==> config.mk <==
export PLATFORM = sky130hd
export DESIGN_NAME = plc_panel_local
export DESIGN_NICKNAME = d
export VERILOG_FILES = /design/src/verilog/plc_pkg.sv /design/src/verilog/plc_sync_if.sv /design/src/verilog/plc_panel_local.sv /design/src/verilog/plc_pin_sync.sv
export SDC_FILE = /design/constraint.sdc
export NUM_CORES = 1
export LEC_CHECK = 0
export ABC_CLOCK_PERIOD_IN_PS = 2920
export BUFFER_PORTS_ARGS = -buffer_cell sky130_fd_sc_hd__buf_2
export CORE_ASPECT_RATIO = 1.2
export CORE_MARGIN = 1.5
export CORE_UTILIZATION = 30
export CTS_BUF_LIST = sky130_fd_sc_hd__clkbuf_2 sky130_fd_sc_hd__clkbuf_4 sky130_fd_sc_hd__clkbuf_8
export DETAILED_ROUTE_END_ITERATION = 12
export GPL_ROUTABILITY_DRIVEN = 0
export PLACE_DENSITY = 0.6
export REMOVE_ABC_BUFFERS = 1
export SLEW_MARGIN = 30
export SYNTH_ARGS = -nofsm -noshare
export SYNTH_HDL_FRONTEND = slang
export SYNTH_SLANG_ARGS = --single-unit
==> constraint.sdc <==
create_clock -name sys_clk -period 2.92 [get_ports sys_clk]
set_input_delay 0.876 -clock sys_clk [delete_from_list [all_inputs] [get_ports sys_clk]]
set_output_delay 0.876 -clock sys_clk [all_outputs]
set_load 0.01 [all_outputs]
==> src/verilog/plc_pkg.sv <==
// Purpose: shared constants and types for the panel local control block
// Assumes: one 10 MHz clock, asynchronous active-low reset
// Notes: selector codes follow the documented encodings
package plc_pkg;
	// ----------------------------------------------------------------
	// widths
	// ----------------------------------------------------------------
	localparam int DISP_W = 6;
	localparam int REF_W = 16;
	localparam int PAR_W = 8;
	// ----------------------------------------------------------------
	// display selector defaults
	// ----------------------------------------------------------------
	localparam logic [DISP_W-1:0] DISP1_DEF = 6'h01;
	localparam logic [DISP_W-1:0] DISP2_DEF = 6'h06;
	localparam logic [DISP_W-1:0] DISP3_DEF = 6'h08;
	localparam logic [1:0] IDX_D1 = 2'h0;
	localparam logic [1:0] IDX_D2 = 2'h1;
	localparam logic [1:0] IDX_D3 = 2'h2;
	// ----------------------------------------------------------------
	// local control mode codes
	// ----------------------------------------------------------------
	typedef enum logic [2:0] {
		MODE_OFF = 3'h0,
		MODE_FORCED_OPEN = 3'h1,
		MODE_INPUTS_OPEN = 3'h2,
		MODE_KEEP_CONFIG = 3'h3,
		MODE_INPUTS_KEEP = 3'h4
	} plc_mode_t;
	localparam logic [2:0] MODE_DEF = 3'h4;
	// ----------------------------------------------------------------
	// mains_on_behaviour_sel codes
	// ----------------------------------------------------------------
	localparam logic [1:0] PWR_AUTO = 2'h0;
	localparam logic [1:0] PWR_STOP_KEEP = 2'h1;
	localparam logic [1:0] PWR_STOP_ZERO = 2'h2;
	// ----------------------------------------------------------------
	// other codes and defaults
	// ----------------------------------------------------------------
	localparam logic [1:0] CFG_OPEN = 2'h0;
	localparam logic [3:0] DIN_PULSE_START = 4'h8;
	localparam logic STOP_EN_DEF = 1'b1;
	localparam logic JOG_EN_DEF = 1'b0;
	localparam logic REV_EN_DEF = 1'b0;
	localparam logic RST_EN_DEF = 1'b1;
	localparam logic LOCK_DEF = 1'b0;
	localparam logic [REF_W-1:0] REF_ZERO = 16'h0000;
	// ----------------------------------------------------------------
	// parameter write target ids
	// ----------------------------------------------------------------
	typedef enum logic [3:0] {
		PAR_DISP1 = 4'h0,
		PAR_DISP2 = 4'h1,
		PAR_DISP3 = 4'h2,
		PAR_MODE = 4'h3,
		PAR_STOP = 4'h4,
		PAR_JOG = 4'h5,
		PAR_REV = 4'h6,
		PAR_RST = 4'h7,
		PAR_LOCK = 4'h8,
		PAR_PWR = 4'h9,
		PAR_LREF = 4'hA
	} plc_par_t;
endpackage : plc_pkg

==> src/verilog/plc_sync_if.sv <==
`timescale 1ns/10ps
// Purpose: carrier between the top and its pin synchroniser
// Assumes: one clock domain on the synchronised side
// Notes: raw pins in, filtered levels out
interface plc_sync_if #(parameter int W = 8);
	logic [W-1:0] raw;
	logic [W-1:0] clean;
	modport sync (input raw, output clean);
	modport user (output raw, input clean);
endinterface : plc_sync_if

==> src/verilog/plc_panel_local.sv <==
`timescale 1ns/10ps
// Purpose: operator keypad gating, local/remote handover, mains_on_behaviour_sel
// Assumes: keys and digital inputs are asynchronous pins; settings
//   arrive as one-cycle writes from keypad editor or serial port
// Notes: keys other than jog are acted on at their rising edge after synchronising; jog acts while held
module plc_panel_local
	import plc_pkg::*;
(
	// clock and reset
	input wire logic sys_clk,
	input wire logic nrst,
	// keypad and external pins (asynchronous)
	input wire logic keyStop,
	input wire logic keyStart,
	input wire logic keyJog,
	input wire logic keyDir,
	input wire logic keyReset,
	input wire logic keyStatus,
	input wire logic dinRun,
	// operating context (same clock)
	input wire logic localSel,
	input wire logic [plc_pkg::REF_W-1:0] remoteRef,
	input wire logic [plc_pkg::REF_W-1:0] presentRef,
	input wire logic dirReversible,
	input wire logic [1:0] storedConfig,
	input wire logic [3:0] dinFunction,
	input wire logic savedRunState,
	// parameter writes, one-cycle strobe
	input wire logic parWrite,
	input wire logic parFromSerial,
	input wire logic [3:0] parId,
	input wire logic [plc_pkg::REF_W-1:0] parData,
	// settings readback
	output logic [plc_pkg::DISP_W-1:0] disp1,
	output logic [plc_pkg::DISP_W-1:0] disp2,
	output logic [plc_pkg::DISP_W-1:0] disp3,
	output logic [2:0] panel_control_mode_sel,
	output logic stopEnable,
	output logic panel_inch_key_enable,
	output logic revEnable,
	output logic resetEnable,
	output logic dataLock,
	output logic [1:0] mains_on_behaviour_sel,
	// to motor control
	output logic showLine1,
	output logic [plc_pkg::REF_W-1:0] speedRef,
	output logic [1:0] configOut,
	output logic forceOpen,
	output logic inputsAccepted,
	output logic runCmd,
	output logic jogCmd,
	output logic dirReverse,
	output logic tripReset,
	output logic parRejected
);
	import plc_pkg::*;

	localparam int NPIN = 7;

	// ----------------------------------------------------------------
	// pin synchronisation and edge detection
	// ----------------------------------------------------------------
	plc_sync_if #(.W(NPIN)) pins ();
	assign pins.raw = {dinRun, keyStatus, keyReset, keyDir, keyJog,
		keyStart, keyStop};

	plc_pin_sync #(.W(NPIN)) u_sync (
		.sys_clk(sys_clk),
		.nrst(nrst),
		.port(pins)
	);

	logic [NPIN-1:0] pinPrev;
	logic [NPIN-1:0] rise;
	assign rise = pins.clean & ~pinPrev;

	// ----------------------------------------------------------------
	// helpers
	// ----------------------------------------------------------------
	// open-loop family: codes 1 and 2
	function automatic logic isOpenMode(input logic [2:0] m);
		return (m == MODE_FORCED_OPEN) || (m == MODE_INPUTS_OPEN);
	endfunction : isOpenMode

	// modes that take speed from the local reference
	function automatic logic isLocalSpeed(input logic [2:0] m);
		return (m != MODE_OFF);
	endfunction : isLocalSpeed

	// reference sign lives in the top bit (two's complement)
	function automatic logic isNeg(input logic [REF_W-1:0] r);
		return r[REF_W-1];
	endfunction : isNeg

	// ----------------------------------------------------------------
	// state
	// ----------------------------------------------------------------
	logic [DISP_W-1:0] next_disp1, next_disp2, next_disp3;
	logic [2:0] next_mode;
	logic next_stopEn, next_jogEn, next_revEn, next_rstEn, next_lock;
	logic [1:0] next_pwr;
	logic [REF_W-1:0] localRef, next_localRef;
	logic next_run, next_jog, next_dir, next_trip, next_rej, next_show;
	logic localPrev, next_localPrev;
	logic pwrDone, next_pwrDone;
	logic [REF_W-1:0] next_speedRef;
	logic [1:0] next_configOut;
	logic editOk, keyEdit, localNow, toLocal, toRemote;

	assign keyEdit = parWrite && !parFromSerial;
	assign localNow = localSel;
	assign toLocal = pwrDone && localSel && !localPrev; // no edge at mains-on
	assign toRemote = pwrDone && !localSel && localPrev;

	// settings and reference next-state
	always_comb begin
		next_disp1 = disp1;
		next_disp2 = disp2;
		next_disp3 = disp3;
		next_mode = panel_control_mode_sel;
		next_stopEn = stopEnable;
		next_jogEn = panel_inch_key_enable;
		next_revEn = revEnable;
		next_rstEn = resetEnable;
		next_lock = dataLock;
		next_pwr = mains_on_behaviour_sel;
		next_localRef = localRef;
		next_rej = 1'b0;
		// display selectors stay editable under lock
		editOk = parFromSerial || !dataLock || (parId <= PAR_DISP3);
		if (parWrite && !editOk) begin
			next_rej = 1'b1;
		end else if (parWrite) begin
			case (parId)
				PAR_DISP1: next_disp1 = parData[DISP_W-1:0];
				PAR_DISP2: next_disp2 = parData[DISP_W-1:0];
				PAR_DISP3: next_disp3 = parData[DISP_W-1:0];
				PAR_MODE: begin
					// mode 0 may only be chosen while remote
					if (parData[2:0] == MODE_OFF && localSel)
						next_rej = 1'b1;
					else if (parData[2:0] > MODE_INPUTS_KEEP)
						next_rej = 1'b1;
					else
						next_mode = parData[2:0];
				end
				PAR_STOP: next_stopEn = parData[0];
				PAR_JOG: next_jogEn = parData[0];
				PAR_REV: next_revEn = parData[0];
				PAR_RST: next_rstEn = parData[0];
				PAR_LOCK: next_lock = parData[0];
				PAR_PWR: next_pwr = parData[1:0];
				PAR_LREF: begin
					if (panel_control_mode_sel == MODE_OFF)
						next_rej = 1'b1;
					else
						next_localRef = parData;
				end
				default: next_rej = 1'b1;
			endcase
		end
		// handover overrides a local reference edit in the same cycle
		if (toLocal && isOpenMode(panel_control_mode_sel)) begin
			// hold present frequency; zero if direction cannot reverse
			next_localRef = dirReversible ? presentRef : REF_ZERO;
		end else if (toLocal &&
				panel_control_mode_sel == MODE_INPUTS_KEEP) begin
			next_localRef = isNeg(presentRef) ? REF_ZERO : presentRef;
		end else if (toRemote) begin
			next_localRef = remoteRef;
		end
		// mains-on clear happens once, only in local
		if (!pwrDone && localNow && mains_on_behaviour_sel == PWR_STOP_ZERO)
			next_localRef = REF_ZERO;
	end

	// key actions and run state next-state
	always_comb begin
		next_run = runCmd;
		next_jog = 1'b0;
		next_dir = dirReverse;
		next_trip = 1'b0;
		next_show = rise[5];
		next_localPrev = localSel;
		next_pwrDone = 1'b1;
		if (!pwrDone) begin
			if (!localNow) begin
				// pulse start reads run off at mains on; remote run then follows the dinRun level
				next_run = (dinFunction == DIN_PULSE_START) ?
					1'b0 : pins.clean[6];
			end else if (mains_on_behaviour_sel == PWR_AUTO) begin
				next_run = savedRunState;
			end else begin
				next_run = 1'b0;
			end
		end else if (localNow) begin
			if (rise[1])
				next_run = 1'b1;
			if (rise[0] && stopEnable)
				next_run = 1'b0;
			if (panel_control_mode_sel == MODE_INPUTS_OPEN ||
					panel_control_mode_sel == MODE_INPUTS_KEEP)
				next_run = next_run | (rise[6]);
			if (rise[3] && revEnable &&
					(panel_control_mode_sel == MODE_FORCED_OPEN ||
					panel_control_mode_sel == MODE_KEEP_CONFIG))
				next_dir = !dirReverse;
		end else begin
			next_run = pins.clean[6];
			if (rise[0] && stopEnable)
				next_run = 1'b0;
		end
		if (panel_inch_key_enable && pins.clean[2])
			next_jog = 1'b1;
		if (resetEnable && rise[4])
			next_trip = 1'b1;
	end

	// speed and configuration paths
	always_comb begin
		next_speedRef = remoteRef;
		next_configOut = storedConfig;
		if (localNow && isLocalSpeed(panel_control_mode_sel)) begin
			next_speedRef = localRef;
			if (isOpenMode(panel_control_mode_sel))
				next_configOut = CFG_OPEN;
		end
		// leaving local in an open-loop mode: take the present output so there is no step
		if (toRemote && isOpenMode(panel_control_mode_sel))
			next_speedRef = presentRef;
	end

	assign forceOpen = localNow && isOpenMode(panel_control_mode_sel);
	assign inputsAccepted = !localNow ||
		panel_control_mode_sel == MODE_INPUTS_OPEN ||
		panel_control_mode_sel == MODE_INPUTS_KEEP;

	// registers; all settings take their defaults on reset
	always_ff @(posedge sys_clk or negedge nrst) begin
		if (!nrst) begin
			disp1 <= DISP1_DEF;
			disp2 <= DISP2_DEF;
			disp3 <= DISP3_DEF;
			panel_control_mode_sel <= MODE_DEF;
			stopEnable <= STOP_EN_DEF;
			panel_inch_key_enable <= JOG_EN_DEF;
			revEnable <= REV_EN_DEF;
			resetEnable <= RST_EN_DEF;
			dataLock <= LOCK_DEF;
			mains_on_behaviour_sel <= PWR_STOP_KEEP;
			localRef <= REF_ZERO;
			runCmd <= 1'b0;
			jogCmd <= 1'b0;
			dirReverse <= 1'b0;
			tripReset <= 1'b0;
			parRejected <= 1'b0;
			showLine1 <= 1'b0;
			localPrev <= 1'b0;
			pwrDone <= 1'b0;
			speedRef <= REF_ZERO;
			configOut <= CFG_OPEN;
			pinPrev <= '0;
		end else begin
			disp1 <= next_disp1;
			disp2 <= next_disp2;
			disp3 <= next_disp3;
			panel_control_mode_sel <= next_mode;
			stopEnable <= next_stopEn;
			panel_inch_key_enable <= next_jogEn;
			revEnable <= next_revEn;
			resetEnable <= next_rstEn;
			dataLock <= next_lock;
			mains_on_behaviour_sel <= next_pwr;
			localRef <= next_localRef;
			runCmd <= next_run;
			jogCmd <= next_jog;
			dirReverse <= next_dir;
			tripReset <= next_trip;
			parRejected <= next_rej;
			showLine1 <= next_show;
			localPrev <= next_localPrev;
			pwrDone <= next_pwrDone;
			speedRef <= next_speedRef;
			configOut <= next_configOut;
			pinPrev <= pins.clean;
		end
	end
endmodule : plc_panel_local

==> src/verilog/plc_pin_sync.sv <==
`timescale 1ns/10ps
// Purpose: three-stage synchroniser for asynchronous panel pins
// Assumes: pins may change at any time
// Notes: a change counts once stages two and three agree
module plc_pin_sync #(
	parameter int W = 8
) (
	// clock and reset
	input wire logic sys_clk,
	input wire logic nrst,
	// pins
	plc_sync_if.sync port
);
	logic [W-1:0] s1, s2, s3, held;
	logic [W-1:0] next_held;

	// ----------------------------------------------------------------
	// filter
	// ----------------------------------------------------------------
	// agreement check reads stages two and three only, never stage one
	always_comb begin
		for (int i = 0; i < W; i++) begin
			next_held[i] = (s2[i] == s3[i]) ? s3[i] : held[i];
		end
	end

	// stage registers
	always_ff @(posedge sys_clk or negedge nrst) begin
		if (!nrst) begin
			s1 <= '0;
			s2 <= '0;
			s3 <= '0;
			held <= '0;
		end else begin
			s1 <= port.raw;
			s2 <= s1;
			s3 <= s2;
			held <= next_held;
		end
	end

	assign port.clean = held;
endmodule : plc_pin_sync

; After elaboration in Yosys (flattened, before gate mapping)
; Cells that the tools add are included.
[word_totals]
ff_bits = 105
in_bits = 72
out_inout_bits = 54
word_cells = 149
[op_classes]
n_lt_le_gt_ge = 2
n_eq_ne = 25
mux = 33
n_bitwise = 6
reduce_logical = 51
[ops]
columns = op, count
row1 = 2-to-1 mux 16 bit, 11
row2 = AND reduction 3 bit, 10
row3 = logical AND 1 bit, 18
row4 = 2-to-1 mux 1 bit, 18
row5 = "equality test 4 x 3 -> 1 bit, second input constant", 4
row6 = "equality test 4 bit, second input constant", 4
row7 = 2-to-1 mux 15 bit, 1
row8 = "inequality test 5 x 2 -> 1 bit, second input constant", 2
row9 = nonzero test 5 bit, 2
row10 = OR reduction 9 bit, 1
row11 = "equality test 4 x 2 -> 1 bit, second input constant", 2
row12 = AND 7 bit, 1
row13 = equality test 1 bit, 7
row14 = logical OR 1 bit, 7
row15 = NOT 7 bit, 1
row16 = "equality test 3 x 2 -> 1 bit, second input constant", 2
row17 = logical NOT 1 bit, 6
row18 = logical NOT 3 bit, 2
row19 = AND reduction 5 bit, 1
row20 = "equality test 4 x 1 -> 1 bit, second input constant", 1
row21 = "less-or-equal comparator 4 x 2 -> 1 bit, second input constant", 1
row22 = logical NOT 4 bit, 1
row23 = 2-to-1 mux 2 bit, 2
row24 = AND reduction 4 bit, 1
row25 = other kinds (9), 11

; Longest topological paths before layout
; Gate-level depths: netlist (run 1).
[depth]
word_depth = 10
mapped_depth = 9
depth_no_buf = 5

; Hierarchy
; From an unflattened synthesis (run 1), not the netlist that was laid out.
[hier_totals]
hier_cells = 327
area_unflattened_um2 = 4321.6
[modules_own_cells]
columns = mod, instances, cells_each, area_each_um2, seq_area_each_um2
row1 = plc_panel_local, 1, 292, 3542.1, 1911.8
row2 = plc_pin_sync, 1, 35, 779.5, 700.7

; Least setup slack after synthesis (run 1)
; Ideal clock, no wire load.
[synth_path]
path_kind = in2reg
startpoint = in localSel
endpoint = reg localRef[10]
setup_ns = 0.065
arrival_ns = 2.208
required_ns = 2.855
slack_ns = 0.646
path_stages = 8
n_path_buf = 3
cell_sequence = buf_2 and3b_1 o211a_1 buf_6 a31oi_4 nor3b_4 buf_6 a22o_1
[synth_between]
elab_chain_cells = 7
word_cells_on_any_way = 18
cone_classes = 2 x eq/ne / 4 x mux / 12 x reduce/logical
[synth_lines]
columns = item, line
row1 = "start, declared", plc_panel_local.sv:21  ; input wire logic localSel,
row2 = logical NOT 1 bit, plc_panel_local.sv:113  ; assign toRemote = pwrDone && !localSel && localPrev;
row3 = logical AND 1 bit (2 in a row), plc_panel_local.sv:113
row4 = 2-to-1 mux 16 bit, plc_panel_local.sv:169  ; end else if (toRemote) begin
row5 = 2-to-1 mux 16 bit, plc_panel_local.sv:166  ; end else if (toLocal &&
row6 = 2-to-1 mux 16 bit, plc_panel_local.sv:163  ; if (toLocal && isOpenMode(panel_control_mode_sel)) begin
row7 = 2-to-1 mux 16 bit, plc_panel_local.sv:173  ; if (!pwrDone && localNow && mains_on_behaviour_sel == PWR_STOP_ZERO)
row8 = "end signal, assigned", plc_panel_local.sv:274  ; localRef <= next_localRef;
row9 = "end, declared", plc_panel_local.sv:102  ; logic [REF_W-1:0] localRef, next_localRef;
; Several ways; a longest one is shown, not always the timed one.
; A chain may end at the register's enable or synchronous reset.

; Final worst setup path (run 1)
[layout_path]
startpoint = reg panel_control_mode_sel[0]
endpoint = out forceOpen
[layout_between]
elab_chain_cells = 3
word_cells_on_any_way = 4
cone_classes = 2 x eq/ne / 2 x reduce/logical
[layout_lines]
columns = item, line
row1 = "start, declared", plc_panel_local.sv:37  ; output logic [2:0] panel_control_mode_sel,
row2 = "start signal, assigned", plc_panel_local.sv:267  ; panel_control_mode_sel <= next_mode;
row3 = equality test 3 x 1 -> 1 bit / equality test 3 x 2 -> 1 bit (equally long branches), plc_panel_local.sv:82  ; return (m == MODE_FORCED_OPEN) || (m == MODE_INPUTS_OPEN);
row4 = logical OR 1 bit *, plc_panel_local.sv:82
row5 = logical AND 1 bit *, plc_panel_local.sv:233  ; assign forceOpen = localNow && isOpenMode(panel_control_mode_sel);
row6 = "end, declared", plc_panel_local.sv:48  ; output logic forceOpen,
; Every way passes the cells marked *; elsewhere a longest branch is shown, timed or not.

==> impl_metrics.toml, run 1 <==
[status]
status = "finished with violations"
failed_checks = "DRC"

[grt]
track_usage_pct = 14.53
grt_pass1_vias = 3214
grt_start_max_net_pins = 51
antenna_found_initial = 0
grt_overflow = 0
grt_pass1_wl_um = 16780

[floorplan]
ios = 126
dieArea_um2 = 15100
num_rows = 47
start_util_pct = 30.93
dieWidth_um = 112.4
core_um2 = 13940
die_h_um = 134.3

[timing]
relSlewSlack_pct = 50.36
fin_tns_setup_ns = 0
period_needed_ns = 2.497
setup_viol = 0
finalClockSkew_ns = 0.009592
rsz0062_at_grt = "false"
max_freq_mhz = 400.5
tightest_slew_ns = 0.7446
finalMaxSlewViolations = 0
final.period_utilization_pct = 85.51
hold_viol_final = 0

[pwr]
clockPowerShare_pct = 26.1
p_int_w = 0.002538
vdd_ir_drop_max_v = 0.0003458
p_seq_share_pct = 51.7
p_sw_w = 0.001056
p_per_area_nw_per_um2 = 672.6
swShare_pct = 29.37
pwr-share-comb_pct = 22.2
power.leakage_nw = 2.656

[yosys]
synth_flop_cell = "dfrtp_1"
synth-edff-count = 0
synth_area_um2 = 4310
ys_seq_elements = 104
synth.distinct_cells = 44
avgSynthCellArea_um2 = 13.18
synth_seq_area_share_pct = 60.61
synth_cells = 327
synth.yosys.warnings = 0
async_reset_ff_share_pct = 100.0

[clocking]
cts_max_path_buffers = 2
post_cts_resized = 0
holdBufCountCts = 0
clkSinkCount = 104
cts_tree = "done"
clkTransAtPathRegs_ns = 0.10
cts_made_buffers = 9
clock_latency_ns = 0.38
cts_root_buffer = "clkbuf_8"
htree_levels = 3
postCtsSetupBuffers = 0

[critical_path]
cp_max_fo = 8
crit_chain = "xor2_1, and2_1, nand2_1, inv_1, buf_2"
rrSetupSlack_ns = 0.95
cp-start-kind = "register"
slowest_stage = "dfrtp_1"
ff2ff_path_depth = 5
max_stage_delay_ns = 0.51
reg2reg_from = "panel_control_mode_sel[0]$_DFFE_PN0P_"
end_kind = "primary output"
cp.arrival_ns = 1.62
critPathRequiredTime_ns = 2.04
critical_path_class = "reg2out"
r2r-end = "localRef[15]$_DFFE_PN0P_"

[drt]
drt_pass1_iterations = 11
wl_um = 10450
drc = 10
postRouteAntennaNets = 0
vias = 3006
dr.first_iter.drc_count = 156
via_per_inst = 4.756
wire_per_inst_um = 16.53

[cells_and_area]
fin_nets = 528
drive_above_1_share_pct = 41.21
post-route-util_pct = 38.33
syn_to_final_growth_pct = 23.95
n_antenna_cell = 0

[worst_hold_path]
whs_endpoint = "u_sync.s2[6]$_DFF_PN0_"
min_from = "u_sync.s1[6]$_DFF_PN0_"
hold_depth = 0
hp-class = "reg2reg"

[place]
hpwl_um = 7539
port_buffers = 125

[flow_run]
cap_violations = 0
[kinds of logic after synthesis]
| group | after synthesis | share of synthesized area (%) |
|---|---|---|
| adder cells (fa/ha/maj) | 7 | 1.626 |
| XOR/XNOR | 3 | 0.6097 |
| flip-flops | 104 | 60.61 |
| buffers and inverters | 22 | 2.757 |
| other | 1 | 0.08700 |
| AO/OA/AOI/OAI | 61 | 10.80 |
| multiplexers | 62 | 15.21 |
| AND/OR/NAND/NOR | 67 | 8.302 |
[metrics by stage]
stage               hold slack, ns  instances  instance area, um2  power, W  setup slack, ns
finish                      0.3571        632                5343  0.003593           0.4233
global route                0.3637        632                5343  0.003811           0.2697
CTS                         0.3607        632                5343  0.003666           0.3554
detailed placement          0.3371        616                5136  0.002702           0.3307
global placement            0.3311        616                5136  0.002675           0.4056
floorplan                   0.3312        311                4214  0.002307           0.1670
[layer usage]
metal	vias up	share of wire [%]	GRT usage (%)
met3	16	5.8	4.112
met1	1477	44	17.69
li1	1422	-	-
met2	91	49	24.68
met5	-	0	0
met4	0	1.6	5.204
[synthesized netlist by cell type, types with 2 or more instances]
master / number / share of area, %
o2bb2ai_1: 15 / 3.0
inv_1: 6 / 0.52
a22o_1: 16 / 3.3
nand2_1: 31 / 2.7
nor2b_1: 4 / 0.58
dfrtp_1: 96 / 56
nand2b_1: 2 / 0.29
buf_6: 3 / 0.78
dfstp_2: 8 / 4.9
clkbuf_1: 6 / 0.52
nand3_1: 3 / 0.35
mux2_2: 28 / 7.3
mux2i_1: 34 / 7.9
nor2_1: 6 / 0.52
and4b_1: 2 / 0.46
buf_2: 5 / 0.58
buf_4: 2 / 0.35
o21ai_0: 19 / 2.2
maj3_1: 7 / 1.6
nor4b_1: 2 / 0.41
and2_1: 6 / 0.87
xor2_1: 3 / 0.61
a21oi_1: 2 / 0.23
[worst max-delay path, delay by kind of cell (launching register included)]
family | cells | cell delay [ns]
buffers and inverters | 2 | 0.18
AND/OR/NAND/NOR | 2 | 0.30
XOR/XNOR | 1 | 0.25
flip-flops | 1 | 0.51
[state kept, by name, indices dropped and copies added, names as in the netlist, 2 cells and up]
signal and cells:
panel_control_mode_sel 3, disp3 6, u_sync.s1 7, disp2 6
pinPrev 6, u_sync.s2 7, speedRef 16, localRef 16
configOut 2, u_sync.port.clean 7, mains_on_behaviour_sel 2, disp1 6
u_sync.s3 7
[placed cells by master (no fill, tap or decap), types with 2 or more instances in the layout]
| cell | n |
|---|---|
| a21oi_1 | 2 |
| a22o_1 | 16 |
| and2_1 | 6 |
| and4b_1 | 2 |
| buf_2 | 124 |
| buf_4 | 9 |
| clkbuf_8 | 10 |
| dfrtp_1 | 96 |
| dfstp_2 | 8 |
| inv_1 | 6 |
| inv_6 | 2 |
| maj3_1 | 7 |
| mux2_2 | 28 |
| mux2i_1 | 34 |
| nand2_1 | 31 |
| nand2b_1 | 2 |
| nand3_1 | 3 |
| nor2_1 | 6 |
| nor2b_1 | 4 |
| nor4b_1 | 2 |
| o21ai_0 | 19 |
| o2bb2ai_1 | 15 |
| xor2_1 | 3 |
[worst max-delay path by stage]
stage,from,end,slack (ns),depth (start not counted)
2_1_floorplan,localSel,speedRef[0]$_DFF_PN0_,0.17,4
4_1_cts,panel_control_mode_sel[1]$_DFFE_PN0P_,forceOpen,0.36,5
6_report,panel_control_mode_sel[0]$_DFFE_PN0P_,forceOpen,0.42,5
3_3_place_gp,localSel,localRef[15]$_DFFE_PN0P_,0.41,6
5_1_grt,panel_control_mode_sel[1]$_DFFE_PN0P_,forceOpen,0.27,5
3_5_place_dp,localSel,localRef[15]$_DFFE_PN0P_,0.33,6
[final cells by class]
type | count | area [um2]
timing repair buffer | 134 | 708.2
clock buffer | 11 | 145.1
tap | 171 | 214.0
sequential | 104 | 2613
fill | 1348 | 8594
inverter | 6 | 22.52
multi-input combinational | 201 | 1579
clock inverter | 5 | 61.31
[power groups by stage]
| stage | sequential (W) | clock (W) | combinational [W] |
|---|---|---|---|
| CTS | 0.00186 | 0.000991 | 0.000815 |
| floorplan | 0.00194 | 0 | 0.000371 |
| finish | 0.00186 | 0.000939 | 0.000798 |
| global placement | 0.00188 | 0 | 0.000794 |
| detailed placement | 0.00189 | 0 | 0.000815 |
| global route | 0.00189 | 0.00104 | 0.000881 |
No activity file was read; power rests on OpenSTA's default activity.
==> run 2, diff against run 1 <==
--- a/constraint.sdc
+++ b/constraint.sdc
@@ -3,2 +3,2 @@
 set_output_delay 0.876 -clock sys_clk [all_outputs]
-set_load 0.01 [all_outputs]
+set_load 0.02 [all_outputs]
==> impl_metrics.toml, run 2 (same netlist as run 1, synthesis figures left out) <==
[worst_hold_path]
hold_depth = 0
hp-class = "reg2reg"
whs_endpoint = "u_sync.s2[1]$_DFF_PN0_"
min_from = "u_sync.s1[1]$_DFF_PN0_"

[cells_and_area]
largestRegisters = "localRef: 16 flops, speedRef: 16 flops"
post-route-util_pct = 38.27
fin_nets = 528
final_common_cell = "buf_2"
n_antenna_cell = 0
drive_above_1_share_pct = 41.21
mostFrequentLayoutCells = "buf_2, dfrtp_1, mux2i_1"
syn_to_final_growth_pct = 23.74
nFillCells = 1337

[drt]
vias = 3023
postRouteAntennaNets = 0
wire_per_inst_um = 16.24
dr.first_iter.drc_count = 128
wl_met1_um = 4455
routed-wl-met3_um = 568
drt_pass1_iterations = 8
via_per_inst = 4.783
routed.top_layer = "met4"
wl_um = 10260
wl_met2_um = 5024
drc = 10

[floorplan]
core_um2 = 13940
dieWidth_um = 112.4
dieArea_um2 = 15100
start_util_pct = 30.93
ios = 126
die_h_um = 134.3
num_rows = 47

[pwr]
vdd_ir_drop_max_v = 0.0003514
p_per_area_nw_per_um2 = 690.5
power.leakage_nw = 2.651
total_power_w = 0.003683

[critical_path]
critPathRequiredTime_ns = 2.04
rrSetupSlack_ns = 0.91
cp_max_fo = 7
cp-start-kind = "register"
ff2ff_path_depth = 5
reg2reg_from = "panel_control_mode_sel[1]$_DFFE_PN0P_"
r2r-end = "localRef[15]$_DFFE_PN0P_"
critical_path_class = "reg2out"
cp.arrival_ns = 1.67
end_kind = "primary output"

[clocking]
holdBufCountCts = 0
cts_root_buffer = "clkbuf_8"
cts_tree = "done"
htree_levels = 3
post_cts_resized = 0
cts_made_buffers = 9
postCtsSetupBuffers = 0
clkSinkCount = 104
clock_latency_ns = 0.37
cts_max_path_buffers = 2
clkTransAtPathRegs_ns = 0.11

[status]
failed_checks = "DRC"
status = "finished with violations"

[grt]
track_usage_pct = 14.14
grt_pass1_wl_um = 16420
grt_overflow = 0
antenna_found_initial = 0
grt_start_max_net_pins = 49
grt_pass1_vias = 3189

[timing]
fin_tns_setup_ns = 0
final.period_utilization_pct = 87.20
max_freq_mhz = 392.8
tightest_slew_ns = 0.7900
hold_viol_final = 0
finalMaxSlewViolations = 0
rsz0062_at_grt = "false"
period_needed_ns = 2.546
whs_ns = 0.3599
relSlewSlack_pct = 47.33
finalClockSkew_ns = 0.01037
setup_viol = 0

[place]
hpwl_um = 7349
port_buffers = 125

[flow_run]
cap_violations = 0
run 2: metal layers:
| layer | up-vias | GRT usage (%) |
|---|---|---|
| met5 | - | 0 |
| met2 | 100 | 24.13 |
| li1 | 1425 | - |
| met1 | 1485 | 17.29 |
| met4 | 0 | 6.188 |
| met3 | 13 | 3.028 |
run 2: critical path, cell delays in order, from the launching register on:
cell and delay, ns:
dfrtp_1 0.52, xor2_1 0.25, and2_1 0.22, nand2_1 0.10
inv_1 0.06, buf_2 0.15
run 2: how the worst max path moves through the flow:
| stage | startpoint | end | cells after the start |
|---|---|---|---|
| 2_1_floorplan | localSel | speedRef[0]$_DFF_PN0_ | 4 |
| 3_5_place_dp | localSel | localRef[15]$_DFFE_PN0P_ | 6 |
| 3_3_place_gp | localSel | localRef[15]$_DFFE_PN0P_ | 6 |
| 6_report | panel_control_mode_sel[1]$_DFFE_PN0P_ | forceOpen | 5 |
| 4_1_cts | panel_control_mode_sel[1]$_DFFE_PN0P_ | forceOpen | 5 |
| 5_1_grt | panel_control_mode_sel[1]$_DFFE_PN0P_ | forceOpen | 5 |
run 2: final cells by class:
type,count,area (um2),share of cell area (%)
flip-flops and latches,104,2613,48.98
repair buffers,134,708.2,13.28
multi-input cells,201,1579,29.60
clock buffers,10,137.6,2.580
clock inverters,6,60.06,1.126
well taps,171,214.0,4.011
inverters,6,22.52,0.4222
run 2: power by group:
| part | switching (W) | internal (W) |
|---|---|---|
| Clock | 0.000540 | 0.000358 |
| Combinational | 0.000539 | 0.000391 |
| Sequential | 0.000142 | 0.00171 |
run 2: through the flow:
stage               instances  area, um2  setup WS (ns)
finish                    632       5334         0.3739
global route              632       5334         0.2183
CTS                       632       5334         0.3290
detailed placement        616       5136         0.3294
global placement          616       5136         0.4083
floorplan                 311       4214         0.1670
